<file path="config.mk">
export PLATFORM = sky130hd
export DESIGN_NAME = stmf_core
export DESIGN_NICKNAME = d
export VERILOG_FILES = /design/src/stmf_pkg.sv /design/src/stmf_core.sv
export SDC_FILE = /design/constraint.sdc
export NUM_CORES = 1
export LEC_CHECK = 0
export ABC_AREA = 1
export BUFFER_PORTS_ARGS = -buffer_cell sky130_fd_sc_hd__buf_2
export CAP_MARGIN = 10
export CORE_ASPECT_RATIO = 1.5
export CORE_MARGIN = 2
export CORE_UTILIZATION = 55
export CTS_CLUSTER_DIAMETER = 200
export DETAILED_ROUTE_END_ITERATION = 6
export PLACE_DENSITY = 0.86
export SETUP_SLACK_MARGIN = 0.05
export SYNTH_ARGS = -nofsm -noshare
export SYNTH_HDL_FRONTEND = slang
export SYNTH_SLANG_ARGS = --single-unit
</file>
<file path="constraint.sdc">
create_clock -name SYS_CLK -period 5.9 [get_ports SYS_CLK]
set_input_delay 0.295 -clock SYS_CLK [delete_from_list [all_inputs] [get_ports SYS_CLK]]
set_output_delay 0.295 -clock SYS_CLK [all_outputs]
set_load 0.01 [all_outputs]
</file>
<file path="src/stmf_pkg.sv">
// Package: constants, types and helpers of the S/T multiframe block
// =====================================================================
// What this block does
// - TE in sync sends Q in every fifth FA
// - TE out of sync mirrors received FA
// - Sync gained after two good multiframes
// - Sync lost after two bad multiframes
// - Sync state readable in receive register one
// - Enable bit in transmit register gates sync
// - NT builds multiframes only when enabled
// - NT sends S data in S positions
// - Window event once per multiframe
// - Change event when received S/Q differs
// - Select bit turns aux pin into sync pin
// - Sync pin sampled at frame start
// - High input holds frame 20, zero bits
// - Low input restarts count at frame 1
// - Frame 1 sends FA, M one and S11
// - TE/trunk drive received M onto pin
// - TE passes B/D/E when active or smdis transparent, else ones
// - NT passes B/D when active or smdis transparent, else ones
// - TE line data needs request or enable
package stmf_pkg;
   // =====================================================================
   // Register map
   localparam logic [7:0] OFS_SQ_TRANSMIT_ONE = 8'h00;
   localparam logic [7:0] OFS_SQ_RECEIVE_ONE = 8'h04;
   localparam logic [7:0] OFS_CONFIG = 8'h08;
   localparam int SQ_DATA_W = 4;
   localparam int SQX_MFRAME_ENABLE_BIT = 4;
   localparam int SQR_MFRAME_SYNC_FLAG_BIT = 4;
   localparam int CFG_MODE_LSB = 0;
   localparam int CFG_AUX_FOUR_SELECT_BIT = 2;
   localparam int CFG_SMDIS_BIT = 3;
   localparam int CFG_TRANSMIT_INFO_SELECT_LSB = 4;
   localparam int CFG_TRANSMIT_DATA_DISABLE_BIT = 7;
   localparam int CFG_WIN_EN_BIT = 8;
   localparam int CFG_CHG_EN_BIT = 9;
   localparam logic [31:0] SQX_RESET = 32'h0000_0000;
   localparam logic [31:0] CFG_RESET = 32'h0000_0080;
   // =====================================================================
   // Multiframe figures
   localparam logic [4:0] MF_FIRST = 5'h01;
   localparam logic [4:0] MF_LEN = 5'h14;
   localparam logic [1:0] SYNC_GAIN = 2'h2;
   localparam logic [1:0] SYNC_LOSS = 2'h2;
   localparam logic [2:0] TRANSMIT_INFO_SELECT_TRANSP = 3'h3;
   localparam logic [7:0] B_ONES = 8'hFF;
   // =====================================================================
   // Types
   typedef enum logic [1:0] {
      MODE_TE = 2'b00, MODE_NT = 2'b01, MODE_LTS = 2'b10, MODE_LTT = 2'b11
   } stmf_mode_t;
   typedef enum logic [1:0] {
      ST_HUNT = 2'b00, ST_CHECK = 2'b01, ST_SYNC = 2'b10
   } stmf_sync_t;
   typedef struct packed {
      logic fa;
      logic n;
      logic m;
      logic s;
   } stmf_rxfrm_t;
   typedef struct packed {
      logic fa;
      logic m;
      logic s;
   } stmf_txfrm_t;
   typedef struct packed {
      logic [7:0] b1;
      logic [7:0] b2;
      logic [1:0] d;
      logic e;
   } stmf_bits_t;
   typedef struct packed {
      stmf_mode_t mode;
      logic aux_four_select;
      logic smdis;
      logic [2:0] transmit_info_select;
      logic transmit_data_disable;
      logic win_en;
      logic chg_en;
   } stmf_cfg_t;
   // =====================================================================
   // Frames 1, 6, 11 and 16 carry the S1 and Q slots
   function automatic logic stmf_slot_hit(input logic [4:0] cnt);
      return (cnt == 5'h01) || (cnt == 5'h06) || (cnt == 5'h0B) || (cnt == 5'h10);
   endfunction : stmf_slot_hit
   function automatic logic [1:0] stmf_slot_idx(input logic [4:0] cnt);
      logic [1:0] idx;
      idx = 2'h0;
      if (cnt > 5'h0A) begin
         idx = (cnt > 5'h0F) ? 2'h3 : 2'h2;
      end else if (cnt > 5'h05) begin
         idx = 2'h1;
      end
      return idx;
   endfunction : stmf_slot_idx
   // Counter advance with wrap from frame 20 to frame 1
   function automatic logic [4:0] stmf_adv(input logic [4:0] cnt);
      return (cnt >= MF_LEN) ? MF_FIRST : cnt + 5'h01;
   endfunction : stmf_adv
endpackage : stmf_pkg

</file>
<file path="src/stmf_core.sv">
// Module: S/T multiframe sync, S/Q insertion, sync pin and data gating
//
// Design decisions made here: the placing of the registers and strobed register access.
`timescale 1ns/1ps
`default_nettype none
module stmf_core
   import stmf_pkg::*;
(
   // Clock and reset
   input wire logic SYS_CLK,
   input wire logic SYS_RST,
   // Register port
   input wire logic [7:0] REG_ADDR,
   input wire logic [31:0] REG_WDATA,
   input wire logic REG_WR,
   input wire logic REG_RD,
   output logic [31:0] REG_RDATA,
   // Frame timing and framing bits
   input wire logic FRAME_START,
   input wire logic RX_DONE,
   input wire stmf_rxfrm_t RX_FRAME,
   output stmf_txfrm_t TX_FRAME,
   // Layer-1 state
   input wire logic ACTIVATED_STATE,
   input wire logic ACTIVATION_REQUEST_PRIO8,
   input wire logic ACTIVATION_REQUEST_PRIO10,
   input wire logic ACTIVATION_REQUEST_LOOP,
   // Line to highway data
   input wire logic LINE_RX_VALID,
   input wire stmf_bits_t LINE_RX,
   output logic HWY_TX_VALID,
   output stmf_bits_t HWY_TX,
   // Highway to line data
   input wire logic HWY_RX_VALID,
   input wire stmf_bits_t HWY_RX,
   output logic LINE_TX_VALID,
   output stmf_bits_t LINE_TX,
   // Aux pin four
   input wire logic AUX_PIN_FOUR_IN,
   output logic AUX_PIN_FOUR_OUT,
   output logic AUX_PIN_FOUR_OE,
   input wire logic GPIO_OUT,
   input wire logic GPIO_OE,
   // Events
   output logic MFRAME_WINDOW_IRQ,
   output logic SQ_CHANGE_IRQ
);
   // =====================================================================
   // State
   typedef struct packed {
      logic mframe_enable;
      logic [SQ_DATA_W-1:0] sq_tx;
      stmf_cfg_t cfg;
      logic [31:0] rdata;
      stmf_sync_t sync;
      logic [4:0] cnt;
      logic [1:0] good;
      logic [1:0] bad;
      logic err;
      logic [4:0] ntcnt;
      logic nt_hold;
      logic [SQ_DATA_W-1:0] acc;
      logic [SQ_DATA_W-1:0] sq_rx;
      stmf_txfrm_t txf;
      logic mframe_sync_pin;
      logic aux_out;
      logic aux_oe;
      stmf_bits_t hwy;
      logic hwy_valid;
      stmf_bits_t line;
      logic line_valid;
      logic win_irq;
      logic chg_irq;
   } stmf_state_t;

   stmf_state_t s;
   stmf_state_t next_s;
   logic te_side;
   logic nt_side;
   logic [4:0] cur;
   logic mismatch;
   logic pass_rx;
   logic pass_tx;
   logic act_req;
   logic mframe_sync_pin_hold;
   logic [4:0] nt_next;

   // Mode grouping and per-frame terms
   always_comb begin
      te_side = (s.cfg.mode == MODE_TE) || (s.cfg.mode == MODE_LTT);
      nt_side = !te_side;
      cur = (s.sync == ST_HUNT) ? MF_FIRST : stmf_adv(s.cnt);
      mismatch = (RX_FRAME.fa != stmf_slot_hit(cur)) || (RX_FRAME.m != (cur == MF_FIRST))
         || (RX_FRAME.n == RX_FRAME.fa);
      act_req = ACTIVATION_REQUEST_PRIO8 || ACTIVATION_REQUEST_PRIO10 || ACTIVATION_REQUEST_LOOP;
      pass_rx = ACTIVATED_STATE || (s.cfg.smdis && (s.cfg.transmit_info_select == TRANSMIT_INFO_SELECT_TRANSP));
      pass_tx = pass_rx;
      if (te_side) begin
         pass_tx = (ACTIVATED_STATE && act_req) || (s.cfg.smdis
            && (s.cfg.transmit_info_select == TRANSMIT_INFO_SELECT_TRANSP) && !s.cfg.transmit_data_disable);
      end
      mframe_sync_pin_hold = s.cfg.aux_four_select && AUX_PIN_FOUR_IN;
      nt_next = (mframe_sync_pin_hold || !s.mframe_enable) ? MF_LEN : stmf_adv(s.ntcnt);
   end

   // Next state
   always_comb begin
      next_s = s;
      next_s.win_irq = 1'b0;
      next_s.chg_irq = 1'b0;
      next_s.hwy_valid = 1'b0;
      next_s.line_valid = 1'b0;
      next_s.rdata = 32'h0000_0000;
      // Register writes
      if (REG_WR) begin
         case (REG_ADDR)
            OFS_SQ_TRANSMIT_ONE: begin
               next_s.mframe_enable = REG_WDATA[SQX_MFRAME_ENABLE_BIT];
               next_s.sq_tx = REG_WDATA[SQ_DATA_W-1:0];
            end
            OFS_CONFIG: begin
               next_s.cfg.mode = stmf_mode_t'(REG_WDATA[CFG_MODE_LSB +: 2]);
               next_s.cfg.aux_four_select = REG_WDATA[CFG_AUX_FOUR_SELECT_BIT];
               next_s.cfg.smdis = REG_WDATA[CFG_SMDIS_BIT];
               next_s.cfg.transmit_info_select = REG_WDATA[CFG_TRANSMIT_INFO_SELECT_LSB +: 3];
               next_s.cfg.transmit_data_disable = REG_WDATA[CFG_TRANSMIT_DATA_DISABLE_BIT];
               next_s.cfg.win_en = REG_WDATA[CFG_WIN_EN_BIT];
               next_s.cfg.chg_en = REG_WDATA[CFG_CHG_EN_BIT];
            end
            default: begin
            end
         endcase
      end
      // Register reads, unmapped reads return zero
      if (REG_RD) begin
         case (REG_ADDR)
            OFS_SQ_TRANSMIT_ONE: begin
               next_s.rdata[SQX_MFRAME_ENABLE_BIT] = s.mframe_enable;
               next_s.rdata[SQ_DATA_W-1:0] = s.sq_tx;
            end
            OFS_SQ_RECEIVE_ONE: begin
               next_s.rdata[SQR_MFRAME_SYNC_FLAG_BIT] = te_side && (s.sync == ST_SYNC);
               next_s.rdata[SQ_DATA_W-1:0] = s.sq_rx;
            end
            OFS_CONFIG: begin
               next_s.rdata[CFG_MODE_LSB +: 2] = s.cfg.mode;
               next_s.rdata[CFG_AUX_FOUR_SELECT_BIT] = s.cfg.aux_four_select;
               next_s.rdata[CFG_SMDIS_BIT] = s.cfg.smdis;
               next_s.rdata[CFG_TRANSMIT_INFO_SELECT_LSB +: 3] = s.cfg.transmit_info_select;
               next_s.rdata[CFG_TRANSMIT_DATA_DISABLE_BIT] = s.cfg.transmit_data_disable;
               next_s.rdata[CFG_WIN_EN_BIT] = s.cfg.win_en;
               next_s.rdata[CFG_CHG_EN_BIT] = s.cfg.chg_en;
            end
            default: begin
            end
         endcase
      end
      // TE side: multiframe hunt and check on each received frame
      if (!s.mframe_enable || nt_side) begin
         next_s.sync = ST_HUNT;
         next_s.good = 2'h0;
         next_s.bad = 2'h0;
         next_s.err = 1'b0;
      end else if (RX_DONE) begin
         case (s.sync)
            ST_HUNT: begin
               if (RX_FRAME.m && !mismatch) begin
                  next_s.sync = ST_CHECK;
                  next_s.cnt = MF_FIRST;
                  next_s.good = 2'h0;
               end
            end
            ST_CHECK: begin
               next_s.cnt = cur;
               if (mismatch) begin
                  next_s.sync = ST_HUNT;
               end else if (cur == MF_LEN) begin
                  next_s.good = s.good + 2'h1;
                  if (s.good + 2'h1 == SYNC_GAIN) begin
                     next_s.sync = ST_SYNC;
                     next_s.bad = 2'h0;
                     next_s.err = 1'b0;
                  end
               end
            end
            ST_SYNC: begin
               next_s.cnt = cur;
               next_s.err = s.err || mismatch;
               if (cur == MF_LEN) begin
                  next_s.err = 1'b0;
                  next_s.bad = 2'h0;
                  if (s.err || mismatch) begin
                     next_s.bad = s.bad + 2'h1;
                     if (s.bad + 2'h1 == SYNC_LOSS) begin
                        next_s.sync = ST_HUNT;
                     end
                  end
               end
            end
            default: begin
               next_s.sync = ST_HUNT;
            end
         endcase
      end
      // TE side: upstream FA, S1 collection and M onto the pin
      if (te_side && RX_DONE) begin
         next_s.mframe_sync_pin = RX_FRAME.m;
         next_s.txf = '0;
         if (s.sync == ST_SYNC) begin
            next_s.txf.fa = stmf_slot_hit(cur) && s.sq_tx[stmf_slot_idx(cur)];
         end else begin
            next_s.txf.fa = RX_FRAME.fa;
         end
         if (stmf_slot_hit(cur)) begin
            next_s.acc[stmf_slot_idx(cur)] = RX_FRAME.s;
         end
         if ((s.sync == ST_SYNC) && (cur == MF_LEN)) begin
            next_s.sq_rx = s.acc;
            next_s.win_irq = s.cfg.win_en;
            next_s.chg_irq = s.cfg.chg_en && (s.acc != s.sq_rx);
         end
      end
      // NT side: multiframe generation at each frame start
      if (nt_side && FRAME_START) begin
         next_s.ntcnt = nt_next;
         next_s.nt_hold = mframe_sync_pin_hold;
         next_s.txf = '0;
         if (s.mframe_enable && !mframe_sync_pin_hold) begin
            next_s.txf.fa = stmf_slot_hit(nt_next);
            next_s.txf.m = (nt_next == MF_FIRST);
            next_s.txf.s = stmf_slot_hit(nt_next) && s.sq_tx[stmf_slot_idx(nt_next)];
         end
      end
      // NT side: Q collection from received FA
      if (nt_side && RX_DONE && s.mframe_enable && !s.nt_hold) begin
         if (stmf_slot_hit(s.ntcnt)) begin
            next_s.acc[stmf_slot_idx(s.ntcnt)] = RX_FRAME.fa;
         end
         if (s.ntcnt == MF_LEN) begin
            next_s.sq_rx = s.acc;
            next_s.win_irq = s.cfg.win_en;
            next_s.chg_irq = s.cfg.chg_en && (s.acc != s.sq_rx);
         end
      end
      // Aux pin four: sync pin or general output
      if (s.cfg.aux_four_select) begin
         next_s.aux_oe = te_side;
         next_s.aux_out = te_side && s.mframe_sync_pin;
      end else begin
         next_s.aux_oe = GPIO_OE;
         next_s.aux_out = GPIO_OUT;
      end
      // Line to highway, E only in TE modes
      if (LINE_RX_VALID) begin
         next_s.hwy_valid = 1'b1;
         next_s.hwy = '1;
         if (pass_rx) begin
            next_s.hwy = LINE_RX;
            next_s.hwy.e = te_side ? LINE_RX.e : 1'b1;
         end
      end
      // Highway to line
      if (HWY_RX_VALID) begin
         next_s.line_valid = 1'b1;
         next_s.line = pass_tx ? HWY_RX : '1;
      end
   end

   // State register
   always_ff @(posedge SYS_CLK) begin
      if (SYS_RST) begin
         s <= '0;
         s.mframe_enable <= SQX_RESET[SQX_MFRAME_ENABLE_BIT];
         s.cfg.transmit_data_disable <= CFG_RESET[CFG_TRANSMIT_DATA_DISABLE_BIT];
         s.cnt <= MF_LEN;
         s.ntcnt <= MF_LEN;
         s.sync <= ST_HUNT;
         s.hwy <= '1;
         s.line <= '1;
      end else begin
         s <= next_s;
      end
   end

   // Outputs
   assign REG_RDATA = s.rdata;
   assign TX_FRAME = s.txf;
   assign HWY_TX_VALID = s.hwy_valid;
   assign HWY_TX = s.hwy;
   assign LINE_TX_VALID = s.line_valid;
   assign LINE_TX = s.line;
   assign AUX_PIN_FOUR_OUT = s.aux_out;
   assign AUX_PIN_FOUR_OE = s.aux_oe;
   assign MFRAME_WINDOW_IRQ = s.win_irq;
   assign SQ_CHANGE_IRQ = s.chg_irq;
endmodule : stmf_core
`default_nettype wire

</file>
Yosys cells after proc, flatten, opt, wreduce, memory -nomap -nowiden
Index checks and enable logic that the tools add are counted.
Widths: inputs -> output; s select.
{"block": "op_classes", "bitwise": 3, "muxes": 68, "n_eq_ne": 35, "n_addsub": 4, "magnitude_cmp": 17, "reduce_logical": 62}
{"operator": "$mux 2", "n": 23}
{"operator": "$mux 19", "n": 2}
{"operator": "$gt 5x4->1 const B", "n": 6}
{"operator": "$mux 5", "n": 6}
{"operator": "$eq 5x5->1 const B", "n": 5}
{"operator": "$logic_and 1x1->1", "n": 19}
{"operator": "$logic_or 1x1->1", "n": 19}
{"operator": "$mux 4", "n": 4}
{"operator": "$eq 5x1->1 const B", "n": 3}
{"operator": "$eq 5x3->1 const B", "n": 3}
{"operator": "$eq 5x4->1 const B", "n": 3}
{"operator": "$gt 5x3->1 const B", "n": 3}
{"operator": "$mux 1", "n": 15}
{"operator": "$pmux 5 s3", "n": 1}
{"operator": "$lt 2x3->1 const B", "n": 4}
{"operator": "$mux 12", "n": 1}
{"operator": "$mux 3", "n": 4}
{"operator": "$add 5x1->5 const B", "n": 2}
{"operator": "$ge 5x5->1 const B", "n": 2}
{"operator": "$ne 2x2->1 const B", "n": 5}
{"operator": "$pmux 5 s2", "n": 1}
{"operator": "$reduce_and 5->1", "n": 2}
{"operator": "$mux 9", "n": 1}
{"operator": "$bwmux 4", "n": 2}
{"operator": "29 further kinds", "n": 53}
{"block": "totals", "inputBits": 97, "elab_cells": 228, "regBits": 121, "out_inout_bits": 79}

Depth between registers and ports, before layout
Gate-level depths: netlist of the first run.
{"block": "logic_depth", "ltp_word": 19, "depth_mapped": 18}

Worst setup path before layout of the first run
No wires, ideal clock.
{"block": "synth_path", "path_type": "register -> register", "startpoint": "register s[57] in the netlist's numbering", "endpoint": "register s (netlist bit TX_FRAME[0])", "path_stages_with_launch": 12, "arrival_time_ns": 1.932, "setup_time_ns": 0.070, "slack_ns": 3.897, "period_less_slack_ns": 2.003, "cell_sequence": "dfxtp_1 > ha_1 > inv_1 > nor3_1 > ha_1 > o21ai_0 > inv_1 > nor4_1 > nor2_1 > nand2_1 > o2111ai_1 > a21oi_1"}
{"block": "synth_via", "elab_chain_cells": 13}
{"element": "start: declaration", "line": "stmf_core.sv:76", "rtl": "stmf_state_t s;"}
{"element": "start signal: assignment", "line": "stmf_core.sv:281", "rtl": "s <= next_s;"}
{"element": "$add 5x1->5 or $ge 5x5->1 (tied branches)", "line": "stmf_pkg.sv:100", "rtl": "return (cnt >= MF_LEN) ? MF_FIRST : cnt + 5'h01;"}
{"element": "$mux 5 *", "line": "stmf_pkg.sv:100"}
{"element": "$mux 5 *", "line": "stmf_core.sv:103", "rtl": "nt_next = (mframe_sync_pin_hold || !s.mframe_enable) ? MF_LEN : stmf_adv(s.ntcnt);"}
{"element": "$gt 5x3->1 or $gt 5x4->1 (tied branches)", "line": "stmf_pkg.sv:93, stmf_pkg.sv:92"}
{"element": "$mux 1, on equally long branches", "line": "stmf_pkg.sv:93, stmf_pkg.sv:92"}
{"element": "$mux 2", "line": "stmf_pkg.sv:91", "rtl": "if (cnt > 5'h0A) begin"}
{"element": "$mux 2", "line": "stmf_core.sv:228", "rtl": "if (s.mframe_enable && !mframe_sync_pin_hold) begin"}
{"element": "$mux 2", "line": "stmf_core.sv:224", "rtl": "if (nt_side && FRAME_START) begin"}
{"element": "$bmux 1 s2", "line": "stmf_core.sv:231", "rtl": "next_s.txf.s = stmf_slot_hit(nt_next) && s.sq_tx[stmf_slot_idx(nt_next)];"}
{"element": "$mux 1 (implied by the code)", "line": "stmf_core.sv:231"}
{"element": "$logic_and 1x1->1 *", "line": "stmf_core.sv:231"}
{"element": "$mux 3 *", "line": "stmf_core.sv:228"}
{"element": "$mux 3 *", "line": "stmf_core.sv:224"}
Every way passes the cells marked *; elsewhere a longest branch is shown, timed or not. The select of a mux whose other input is x is not followed.
A chain may end at the register's enable or synchronous reset.

Worst setup path in the final report of the first run
Ends and elaborated chain as after synthesis.

==> flow_metrics.env, run 1 <==
export IMPL_postRouteWirelength_um=12200
export IMPL_worst_pin_slew_ps=828
export IMPL_synth_cell_types=39
export IMPL_grt_setup_unrepaired="false"
export IMPL_switchingPower_mw=0.340
export IMPL_cts_resized=0
export IMPL_ys_ff_latch=99
export IMPL_powerDensity_nw_per_um2=238
export IMPL_slew_viol_final=0
export IMPL_synth_seq_area_share=0.382
export IMPL_grt_pass1_wl_um=20100
export IMPL_drt_pre_antenna_iters=5
export IMPL_fin_hold_ws_ps=163
export IMPL_maxSlewHeadroom=0.447
export IMPL_tns_ps=0
export IMPL_max_stage_delay_ps=470
export IMPL_async_flop_share=0
export IMPL_crit_chain="ha_1 > inv_1 > nor3_1 > ha_1 > o21ai_0 > inv_1 > nor4_1 > nor2_1 > nand2_1 > o2111ai_1 > a21oi_1"
export IMPL_synth_warnings=0
export IMPL_holdPathStages=3
export IMPL_r2r_start="s[57]"
export IMPL_hold_class="primary input to flop"
export IMPL_syn2layout_area_growth_pct=11.0
export IMPL_vias_per_cell=5.36
export IMPL_final_cells=891
export IMPL_cts_buffer_depth=2
export IMPL_final_layout_size_suffix_gt1_frac=0.232
export IMPL_grt_max_degree=34
export IMPL_fin_skew_ps=7.46
export IMPL_dp_cells=875
export IMPL_core_sq_um=9200
export IMPL_cp_arrival_ps=2760
export IMPL_syn_area_per_cell_sq_um=7.42
export IMPL_pwr_share_seq=0.502
export IMPL_path_clk_slew_ps=70
export IMPL_synth_ff_type="dfxtp_1"
export IMPL_htree_levels=3
export IMPL_cap_violations=0
export IMPL_drt_wirelength_per_cell_um=13.7
export IMPL_clock_root_buffer="clkbuf_16"
export IMPL_die_x_um=83.3
export IMPL_std_cell_rows=43
export IMPL_numCtsBuffers=9
export IMPL_crit_buf_inv=2
export IMPL_critPathMaxFanout=7
export IMPL_io_buffers=131
export IMPL_grt_pass1_vias=4499
export IMPL_via_count=4777
export IMPL_min_period_ps=2490
export IMPL_synth_cells=700
export IMPL_hold_violations=0
export IMPL_cts_setup_buffers=0
export IMPL_total_power_mw=1.37
export IMPL_post_route_period_util=0.422
export IMPL_die_height_um=123
export IMPL_worstHoldStart="HWY_RX[11]"
export IMPL_p_comb_frac=0.079
export IMPL_cp_slowest_cell="dfxtp_1"
export IMPL_clock_power_share=0.420
export IMPL_setup_viol=0
export IMPL_synth_edf_count=0
export IMPL_antenna_found_initial=0
export IMPL_io_pins=176
export IMPL_start_kind="flop"
export IMPL_r2r_cells=11
export IMPL_drc_errors=0
export IMPL_ir_drop_uv=207
export IMPL_dieArea_sq_um=10300
export IMPL_switching_share=0.248
export IMPL_internal_power_mw=1.03
export IMPL_hold_buffers=0
export IMPL_dp_hpwl_um=9310
export IMPL_grtUsageTotal=0.241
export IMPL_dr_first_iter_drc_count=288
export IMPL_overflow=0
export IMPL_insertion_delay_ps=350
export IMPL_final_cell_mix="buf_2 (131), nand2_1 (119), dfxtp_1 (99), inv_1 (86), nor2_1 (56)"
export IMPL_min_to="LINE_TX[11]"
export IMPL_n_antenna_cell=0
export IMPL_crit_path_end_kind="flop"
export IMPL_status="finished clean"
export IMPL_detail_route_antenna_nets=0
export IMPL_synthesis_area_sq_um=5190
export IMPL_crit_family="compound AO/OA/AOI/OAI gates"
export IMPL_nFillCells=837
export IMPL_p_leak_nw=2.62
export IMPL_cts_sinks=99
export IMPL_nNetsFinal=884
export IMPL_start_util=0.564
export IMPL_clock_fmax_mhz=402
export IMPL_r2r_end="TX_FRAME[0]"
export IMPL_crit_type="flop to flop"
export IMPL_cts_tree="yes"
export IMPL_final_common_cell="buf_2"
export IMPL_utilization=0.627
export IMPL_ff2ff_setup_slack_ps=3410
export IMPL_finalWeightedCongestion=0.918
export IMPL_cp_required_ps=6170
==> area by class of cell <==
| class | instances | area (sq um) | share of cell area |
|---|---|---|---|
| clock buffers | 10 | 239 | 0.0415 |
| clock inverters | 6 | 57.6 | 0.00998 |
| inverters | 91 | 342 | 0.0593 |
| multi-input cells | 439 | 2330 | 0.404 |
| flip-flops and latches | 99 | 1980 | 0.344 |
| well taps | 112 | 140 | 0.0243 |
| repair buffers | 134 | 678 | 0.118 |
==> logic make-up (layout without fill, tap and decap cells) <==
group / count (synthesis) / in the layout / synth area share
AOI/OAI and AO/OA: 147 / 147 / 0.168
xor gates and xnor gates: 4 / 4 / 0.00675
adders and majority gates: 13 / 13 / 0.0313
buffers and inverters: 183 / 241 / 0.186
DFF: 99 / 99 / 0.382
other: 1 / 22 / 0.000722
and+or+nand+nor: 253 / 253 / 0.226
==> power by group through the flow <==
stage | combinational [mW] | sequential, mW | clock, mW
after global routing | 0.119 | 0.689 | 0.616
after CTS | 0.107 | 0.687 | 0.587
final | 0.108 | 0.687 | 0.575
after global placement | 0.104 | 0.702 | 0
after detailed placement | 0.106 | 0.703 | 0
after floorplan | 0.0805 | 0.702 | 0
==> how the worst max path moves through the flow <==
stage,cells after the start,slack [ps],from,to
global placement,11,3530,s[57],TX_FRAME[0]
floorplan,11,3900,s[57],TX_FRAME[0]
global route,11,3110,s[57],TX_FRAME[0]
CTS,10,3460,s[72],s[48]
finish,11,3410,s[57],TX_FRAME[0]
detailed placement,11,3500,s[57],TX_FRAME[0]
==> stage by stage <==
stage          setup WS, ps  instance area [sq um]
5_1_grt                3110                   5760
3_5_place_dp           3500                   5470
3_3_place_gp           3530                   5470
4_1_cts                3460                   5760
6_report               3410                   5760
2_1_floorplan          3900                   5270
==> layer usage <==
metal | part of all wire | vias to the layer above | global-route usage | routed length [um]
met5 | 0 | - | 0 | 0
met4 | 0.035 | 0 | 0.119 | 431
met3 | 0.071 | 36 | 0.0447 | 868
met2 | 0.52 | 204 | 0.459 | 6290
met1 | 0.38 | 2159 | 0.254 | 4620
li1 | - | 2378 | - | -
==> flip-flops by register name (all words and copies together), names as in the netlist, 3 cells and up <==
register	cells
HWY_TX	19
LINE_TX	19
REG_RDATA	10
s	42
TX_FRAME	3
==> worst register-to-register path: cells and delay by family, from the launching register on <==
| family | cells | cell delay, ps |
|---|---|---|
| flops | 1 | 470 |
| buf+inv | 2 | 240 |
| fa+ha+maj | 2 | 500 |
| simple gates | 4 | 580 |
| compound gates | 3 | 630 |
==> synth_stat cells, types with 2 or more instances <==
library cell,count,share of area
o21a_1,2,0.0029
nor2_4,2,0.0043
nand3_1,26,0.025
a21oi_1,41,0.040
nand4_1,11,0.013
inv_1,86,0.062
nand3_4,2,0.0067
ha_1,13,0.031
nand2_4,4,0.0087
xor2_1,4,0.0067
o21ai_0,36,0.035
nand3_2,3,0.0058
buf_2,2,0.0019
a31oi_1,4,0.0048
o21ai_1,6,0.0058
o31ai_1,5,0.0072
o22ai_1,38,0.046
nand2_1,119,0.086
clkbuf_1,16,0.012
nand4_2,2,0.0048
nor2_1,56,0.040
inv_2,5,0.0036
nor3_1,11,0.011
dfxtp_1,99,0.38
o221ai_1,6,0.010
nand2_2,6,0.0072
buf_4,73,0.11
nor4_1,9,0.011
a21oi_2,3,0.0051
No activity file was read; power rests on OpenSTA's default activity.
==> inputs of run 2 (changes only) <==
--- a/config.mk
+++ b/config.mk
@@ -10,10 +10,10 @@
 export CAP_MARGIN = 10
 export CORE_ASPECT_RATIO = 1.5
 export CORE_MARGIN = 2
-export CORE_UTILIZATION = 55
+export CORE_UTILIZATION = 51
 export CTS_CLUSTER_DIAMETER = 200
 export DETAILED_ROUTE_END_ITERATION = 6
-export PLACE_DENSITY = 0.86
+export PLACE_DENSITY = 0.81
 export SETUP_SLACK_MARGIN = 0.05
 export SYNTH_ARGS = -nofsm -noshare
 export SYNTH_HDL_FRONTEND = slang
==> constraint.sdc (replaced) <==
create_clock -name SYS_CLK -period 2.4 [get_ports SYS_CLK]
set_input_delay 0.12 -clock SYS_CLK [delete_from_list [all_inputs] [get_ports SYS_CLK]]
set_output_delay 0.12 -clock SYS_CLK [all_outputs]
set_load 0.01 [all_outputs]
==> flow_metrics.env, run 2 (synthesis gave the netlist of run 1 again) <==
export IMPL_p_leak_nw=2.80
export IMPL_postPlaceCellArea_sq_um=5530
export IMPL_via_count=4979
export IMPL_drc_errors=0
export IMPL_overflow=0
export IMPL_maxSlewHeadroom=0.555
export IMPL_cts_tree="yes"
export IMPL_insertion_delay_ps=350
export IMPL_start_kind="flop"
export IMPL_grt_max_degree=34
export IMPL_core_sq_um=10000
export IMPL_crit_path_end_kind="flop"
export IMPL_finalWeightedCongestion=0.926
export IMPL_switchingPower_mw=0.847
export IMPL_cp_arrival_ps=2410
export IMPL_detail_route_antenna_nets=0
export IMPL_vias_per_cell=5.30
export IMPL_tns_ps=0
export IMPL_io_buffers=131
export IMPL_dp_hpwl_um=9390
export IMPL_hold_violations=0
export IMPL_final_cells=939
export IMPL_grt_pass1_wl_um=20900
export IMPL_cap_violations=0
export IMPL_fin_skew_ps=6.49
export IMPL_p_comb_frac=0.094
export IMPL_io_pins=176
export IMPL_postRouteWirelength_um=13200
export IMPL_drt_pre_antenna_iters=5
export IMPL_switching_share=0.248
export IMPL_syn2layout_area_growth_pct=19.8
export IMPL_largest_reg_flops=42
export IMPL_start_util=0.518
export IMPL_n_antenna_cell=0
export IMPL_cp_slowest_cell="dfxtp_2"
export IMPL_dieArea_sq_um=11000
export IMPL_grt_setup_unrepaired="true"
export IMPL_max_stage_delay_ps=400
export IMPL_clock_fmax_mhz=461
export IMPL_crit_chain="inv_1 > ha_1 > inv_1 > nor2_2 > nand3_1 > nand2_1 > nand2_2 > nand3_4 > nand3_4 > nand2_4 > nand2_2 > nor2_4 > nand3_1 > nand2_1 > nor2_1"
export IMPL_htree_levels=3
export IMPL_powerDensity_nw_per_um2=550
export IMPL_die_height_um=128
export IMPL_hold_class="primary input to flop"
export IMPL_cp_required_ps=2640
export IMPL_crit_type="flop to flop"
export IMPL_post_route_period_util=0.904
export IMPL_top_register="s"
export IMPL_dr_first_iter_drc_count=310
export IMPL_grtUsageTotal=0.237
export IMPL_worst_pin_slew_ps=664
export IMPL_ir_drop_uv=375
export IMPL_numCtsBuffers=9
export IMPL_dp_cells=888
export IMPL_final_layout_size_suffix_gt1_frac=0.243
export IMPL_internal_power_mw=2.57
export IMPL_nNetsFinal=927
export IMPL_grt_pass1_vias=4570
export IMPL_critPathMaxFanout=7
export IMPL_slew_viol_final=0
export IMPL_path_clk_slew_ps=70
export IMPL_fin_area_sq_um=6220
export IMPL_drt_wirelength_per_cell_um=14.1
export IMPL_antenna_found_initial=0
export IMPL_final_common_cell="buf_2"
export IMPL_pwr_share_seq=0.494
export IMPL_setup_viol=0
export IMPL_clock_power_share=0.412
export IMPL_status="finished clean"
export IMPL_std_cell_rows=45
export IMPL_cts_sinks=99
export IMPL_clock_root_buffer="clkbuf_16"
export IMPL_cts_buffer_depth=2
export IMPL_min_period_ps=2170
export IMPL_final_cell_mix="buf_2 (131), nand2_1 (118), dfxtp_1 (96), inv_1 (85), nor2_1 (52)"
export IMPL_die_x_um=86.4
==> run 2: cell types whose count changed in the layout (fill, tap and decap cells not counted), sizes merged <==
cell	change
clkinv	+1
inv	-1
buf	+9
dlygate4sd3	+34
==> run 2: power by group through the flow <==
stage          registers (mW)  clock network [mW]  logic [mW]
2_1_floorplan            1.73                   0       0.198
3_3_place_gp             1.73                   0       0.263
3_5_place_dp             1.73                   0       0.266
4_1_cts                  1.69                1.44       0.310
5_1_grt                  1.69                1.51       0.349
6_report                 1.69                1.41       0.320
==> run 2: final cells by class <==
class	count	area (sq um)
clock inverters	6	57.6
well taps	117	146
multi-input cells	439	2360
clock buffers	10	239
inverters	91	342
repair buffers	177	1090
fillers	838	3800
flip-flops and latches	99	1990
==> run 2: worst max-delay path: cells and delay by family (launching register included) <==
kind	cells	cell delay (ps)
flops	1	400
fa+ha+maj	1	340
buf+inv	2	190
simple gates	12	1140
==> run 2: path summary, 6_finish.rpt <==
| path | start | slack [ps] | depth (start not counted) | endpoint |
|---|---|---|---|---|
| worst min-delay path | REG_WDATA[7] | 7 | 3 | s[108] |
| worst max-delay path | s[67] | 230 | 15 | s[72] |
| worst min register to register | HWY_TX[0] | 460 | 2 | HWY_TX[0] |
| worst max register to register | s[67] | 230 | 15 | s[72] |
==> run 2: through the flow <==
stage	utilization	total power, mW	worst slack [ps]	hold WS [ps]
after floorplan	-	1.92	397	247
after global placement	0.552	1.99	217	334
after detailed placement	0.552	1.99	191	337
after CTS	0.616	3.44	171	0.895
after global routing	0.621	3.56	19.7	16.2
final	0.621	3.42	230	7.38
==> run 2: routing by layer <==
| layer | vias to the layer above | part of all wire | global-route usage |
|---|---|---|---|
| met4 | 0 | 0.034 | 0.108 |
| met2 | 204 | 0.52 | 0.430 |
| met3 | 39 | 0.066 | 0.0459 |
| met5 | - | 0 | 0 |
| met1 | 2265 | 0.38 | 0.262 |
| li1 | 2471 | - | - |
==> run 2: what timing repair did <==
action	4_1_cts	5_1_grt
buffers inserted	0	0
setup endpoints to repair	0	22
resized for setup	0	13
endpoints found under the hold margin	34	0
hold buffers	34	0
==> inputs of run 3 (changes only) <==
--- a/config.mk
+++ b/config.mk
@@ -13,7 +13,8 @@
 export CORE_UTILIZATION = 51
 export CTS_CLUSTER_DIAMETER = 200
 export DETAILED_ROUTE_END_ITERATION = 6
-export PLACE_DENSITY = 0.81
+export PLACE_DENSITY = 0.88
+export REMOVE_ABC_BUFFERS = 1
 export SETUP_SLACK_MARGIN = 0.05
 export SYNTH_ARGS = -nofsm -noshare
 export SYNTH_HDL_FRONTEND = slang
==> flow_metrics.env, run 3 (synthesis gave the netlist of run 1 again) <==
export IMPL_final_cell_mix="buf_2 (131), nand2_1 (118), dfxtp_1 (97), inv_1 (84), nor2_1 (55)"
export IMPL_cp_required_ps=2640
export IMPL_maxSlewHeadroom=0.667
export IMPL_critPathMaxFanout=9
export IMPL_ir_drop_uv=317
export IMPL_std_cell_rows=45
export IMPL_postPlaceCellArea_sq_um=5530
export IMPL_clock_power_share=0.432
export IMPL_start_util=0.518
export IMPL_final_layout_size_suffix_gt1_frac=0.242
export IMPL_overflow=0
export IMPL_fin_skew_ps=6.01
export IMPL_cts_tree="yes"
export IMPL_hold_class="primary input to flop"
export IMPL_final_common_cell="buf_2"
export IMPL_drc_errors=0
export IMPL_status="complete, but fails checks"
export IMPL_finalWeightedCongestion=0.895
export IMPL_grt_pass1_vias=4664
export IMPL_die_height_um=128
export IMPL_start_kind="flop"
export IMPL_top_register="s"
export IMPL_crit_type="flop to flop"
export IMPL_numCtsBuffers=9
export IMPL_grt_max_degree=34
export IMPL_insertion_delay_ps=340
export IMPL_powerDensity_nw_per_um2=571
export IMPL_pwr_share_seq=0.481
export IMPL_grt_pass1_wl_um=21500
export IMPL_n_antenna_cell=0
export IMPL_violations="hold timing"
export IMPL_dp_hpwl_um=9540
export IMPL_switchingPower_mw=0.848
export IMPL_via_count=4944
export IMPL_crit_chain="inv_1 > ha_2 > a21oi_2 > nand2_4 > inv_2 > nand3_1 > buf_4 > nand2_1 > o21a_1 > nand4_1 > nand2_1 > a21oi_1"
export IMPL_tns_ps=0
export IMPL_cts_setup_buffers=0
export IMPL_max_stage_delay_ps=390
export IMPL_fin_hold_ws_ps=-3.36
export IMPL_dr_first_iter_drc_count=346
export IMPL_crit_family="simple AND/OR/NAND/NOR gates"
export IMPL_slew_viol_final=0
export IMPL_htree_levels=3
export IMPL_path_clk_slew_ps=70
export IMPL_cts_sinks=99
export IMPL_io_buffers=131
export IMPL_clock_fmax_mhz=448
export IMPL_nNetsFinal=919
export IMPL_crit_path_end_kind="flop"
export IMPL_cp_slowest_cell="dfxtp_1"
export IMPL_setup_viol=0
export IMPL_grt_setup_unrepaired="true"
export IMPL_drt_wirelength_per_cell_um=14.7
export IMPL_largest_reg_flops=42
export IMPL_switching_share=0.242
export IMPL_die_x_um=86.4
export IMPL_post_route_period_util=0.929
export IMPL_worst_pin_slew_ps=499
export IMPL_dieArea_sq_um=11000
export IMPL_hold_violations=3
export IMPL_grtUsageTotal=0.242
export IMPL_p_comb_frac=0.087
export IMPL_cap_violations=0
export IMPL_postRouteWirelength_um=13700
export IMPL_antenna_found_initial=0
export IMPL_fin_area_sq_um=6150
export IMPL_crit_buf_inv=3
export IMPL_cts_buffer_depth=2
export IMPL_syn2layout_area_growth_pct=18.4
export IMPL_drt_pre_antenna_iters=5
export IMPL_core_sq_um=10000
export IMPL_detail_route_antenna_nets=0
export IMPL_vias_per_cell=5.31
export IMPL_min_period_ps=2230
export IMPL_internal_power_mw=2.66
export IMPL_cp_common_cell="nand2_1"
export IMPL_clock_root_buffer="clkbuf_16"
export IMPL_cp_arrival_ps=2470
export IMPL_p_leak_nw=2.77
export IMPL_io_pins=176
[run 3: cell type report]
| class | instances | area, sq um |
|---|---|---|
| clock inverter | 5 | 67.6 |
| clock buffer | 11 | 243 |
| fill | 830 | 3870 |
| inverter | 91 | 342 |
| tap | 117 | 146 |
| multi-input combinational | 439 | 2360 |
| sequential | 99 | 1980 |
| timing repair buffer | 169 | 1010 |
[run 3: power groups by stage]
stage                     logic [mW]  clock network (mW)  registers (mW)
after floorplan                0.108                   0            1.74
after global placement         0.256                   0            1.72
after detailed placement       0.260                   0            1.73
after CTS                      0.293                1.52            1.69
after global routing           0.332                1.60            1.69
final                          0.305                1.52            1.69
[run 3: path summary, 6_finish.rpt]
path | end | cells past startpoint | slack, ps | startpoint
setup / recovery | s[66] | 12 | 170 | s[72]
hold / removal | LINE_TX[3] | 3 | -3 | HWY_RX[3]
setup reg to reg | s[66] | 12 | 170 | s[72]
hold reg to reg | HWY_TX[7] | 2 | 460 | HWY_TX[7]
[run 3: per-layer routing]
layer / vias up / wire (um) / global-route usage
li1: 2440 / - / -
met3: 25 / 1080 / 0.0465
met4: 0 / 251 / 0.0726
met2: 207 / 7150 / 0.463
met5: - / 0 / 0
met1: 2272 / 5170 / 0.262
[run 3: worst min-delay path: stages]
cell,delay [ps]
buf_2,70
o22ai_1,60
nand2_1,50
[run 3: through the flow]
step	hold WS, ps	power (mW)	std cells	utilization	setup slack (ps)
floorplan	189	1.85	629	-	394
global placement	333	1.98	888	0.552	165
detailed placement	340	1.99	888	0.552	111
CTS	0.140	3.50	930	0.609	83.8
global route	6.01	3.62	931	0.614	17.4
finish	-3.36	3.51	931	0.614	169
[run 3: what timing repair did]
action | CTS | global route
hold buffers | 26 | 0
endpoints found under the hold margin | 26 | 0
gates resized for setup | 0 | 14
setup endpoints to repair | 0 | 22
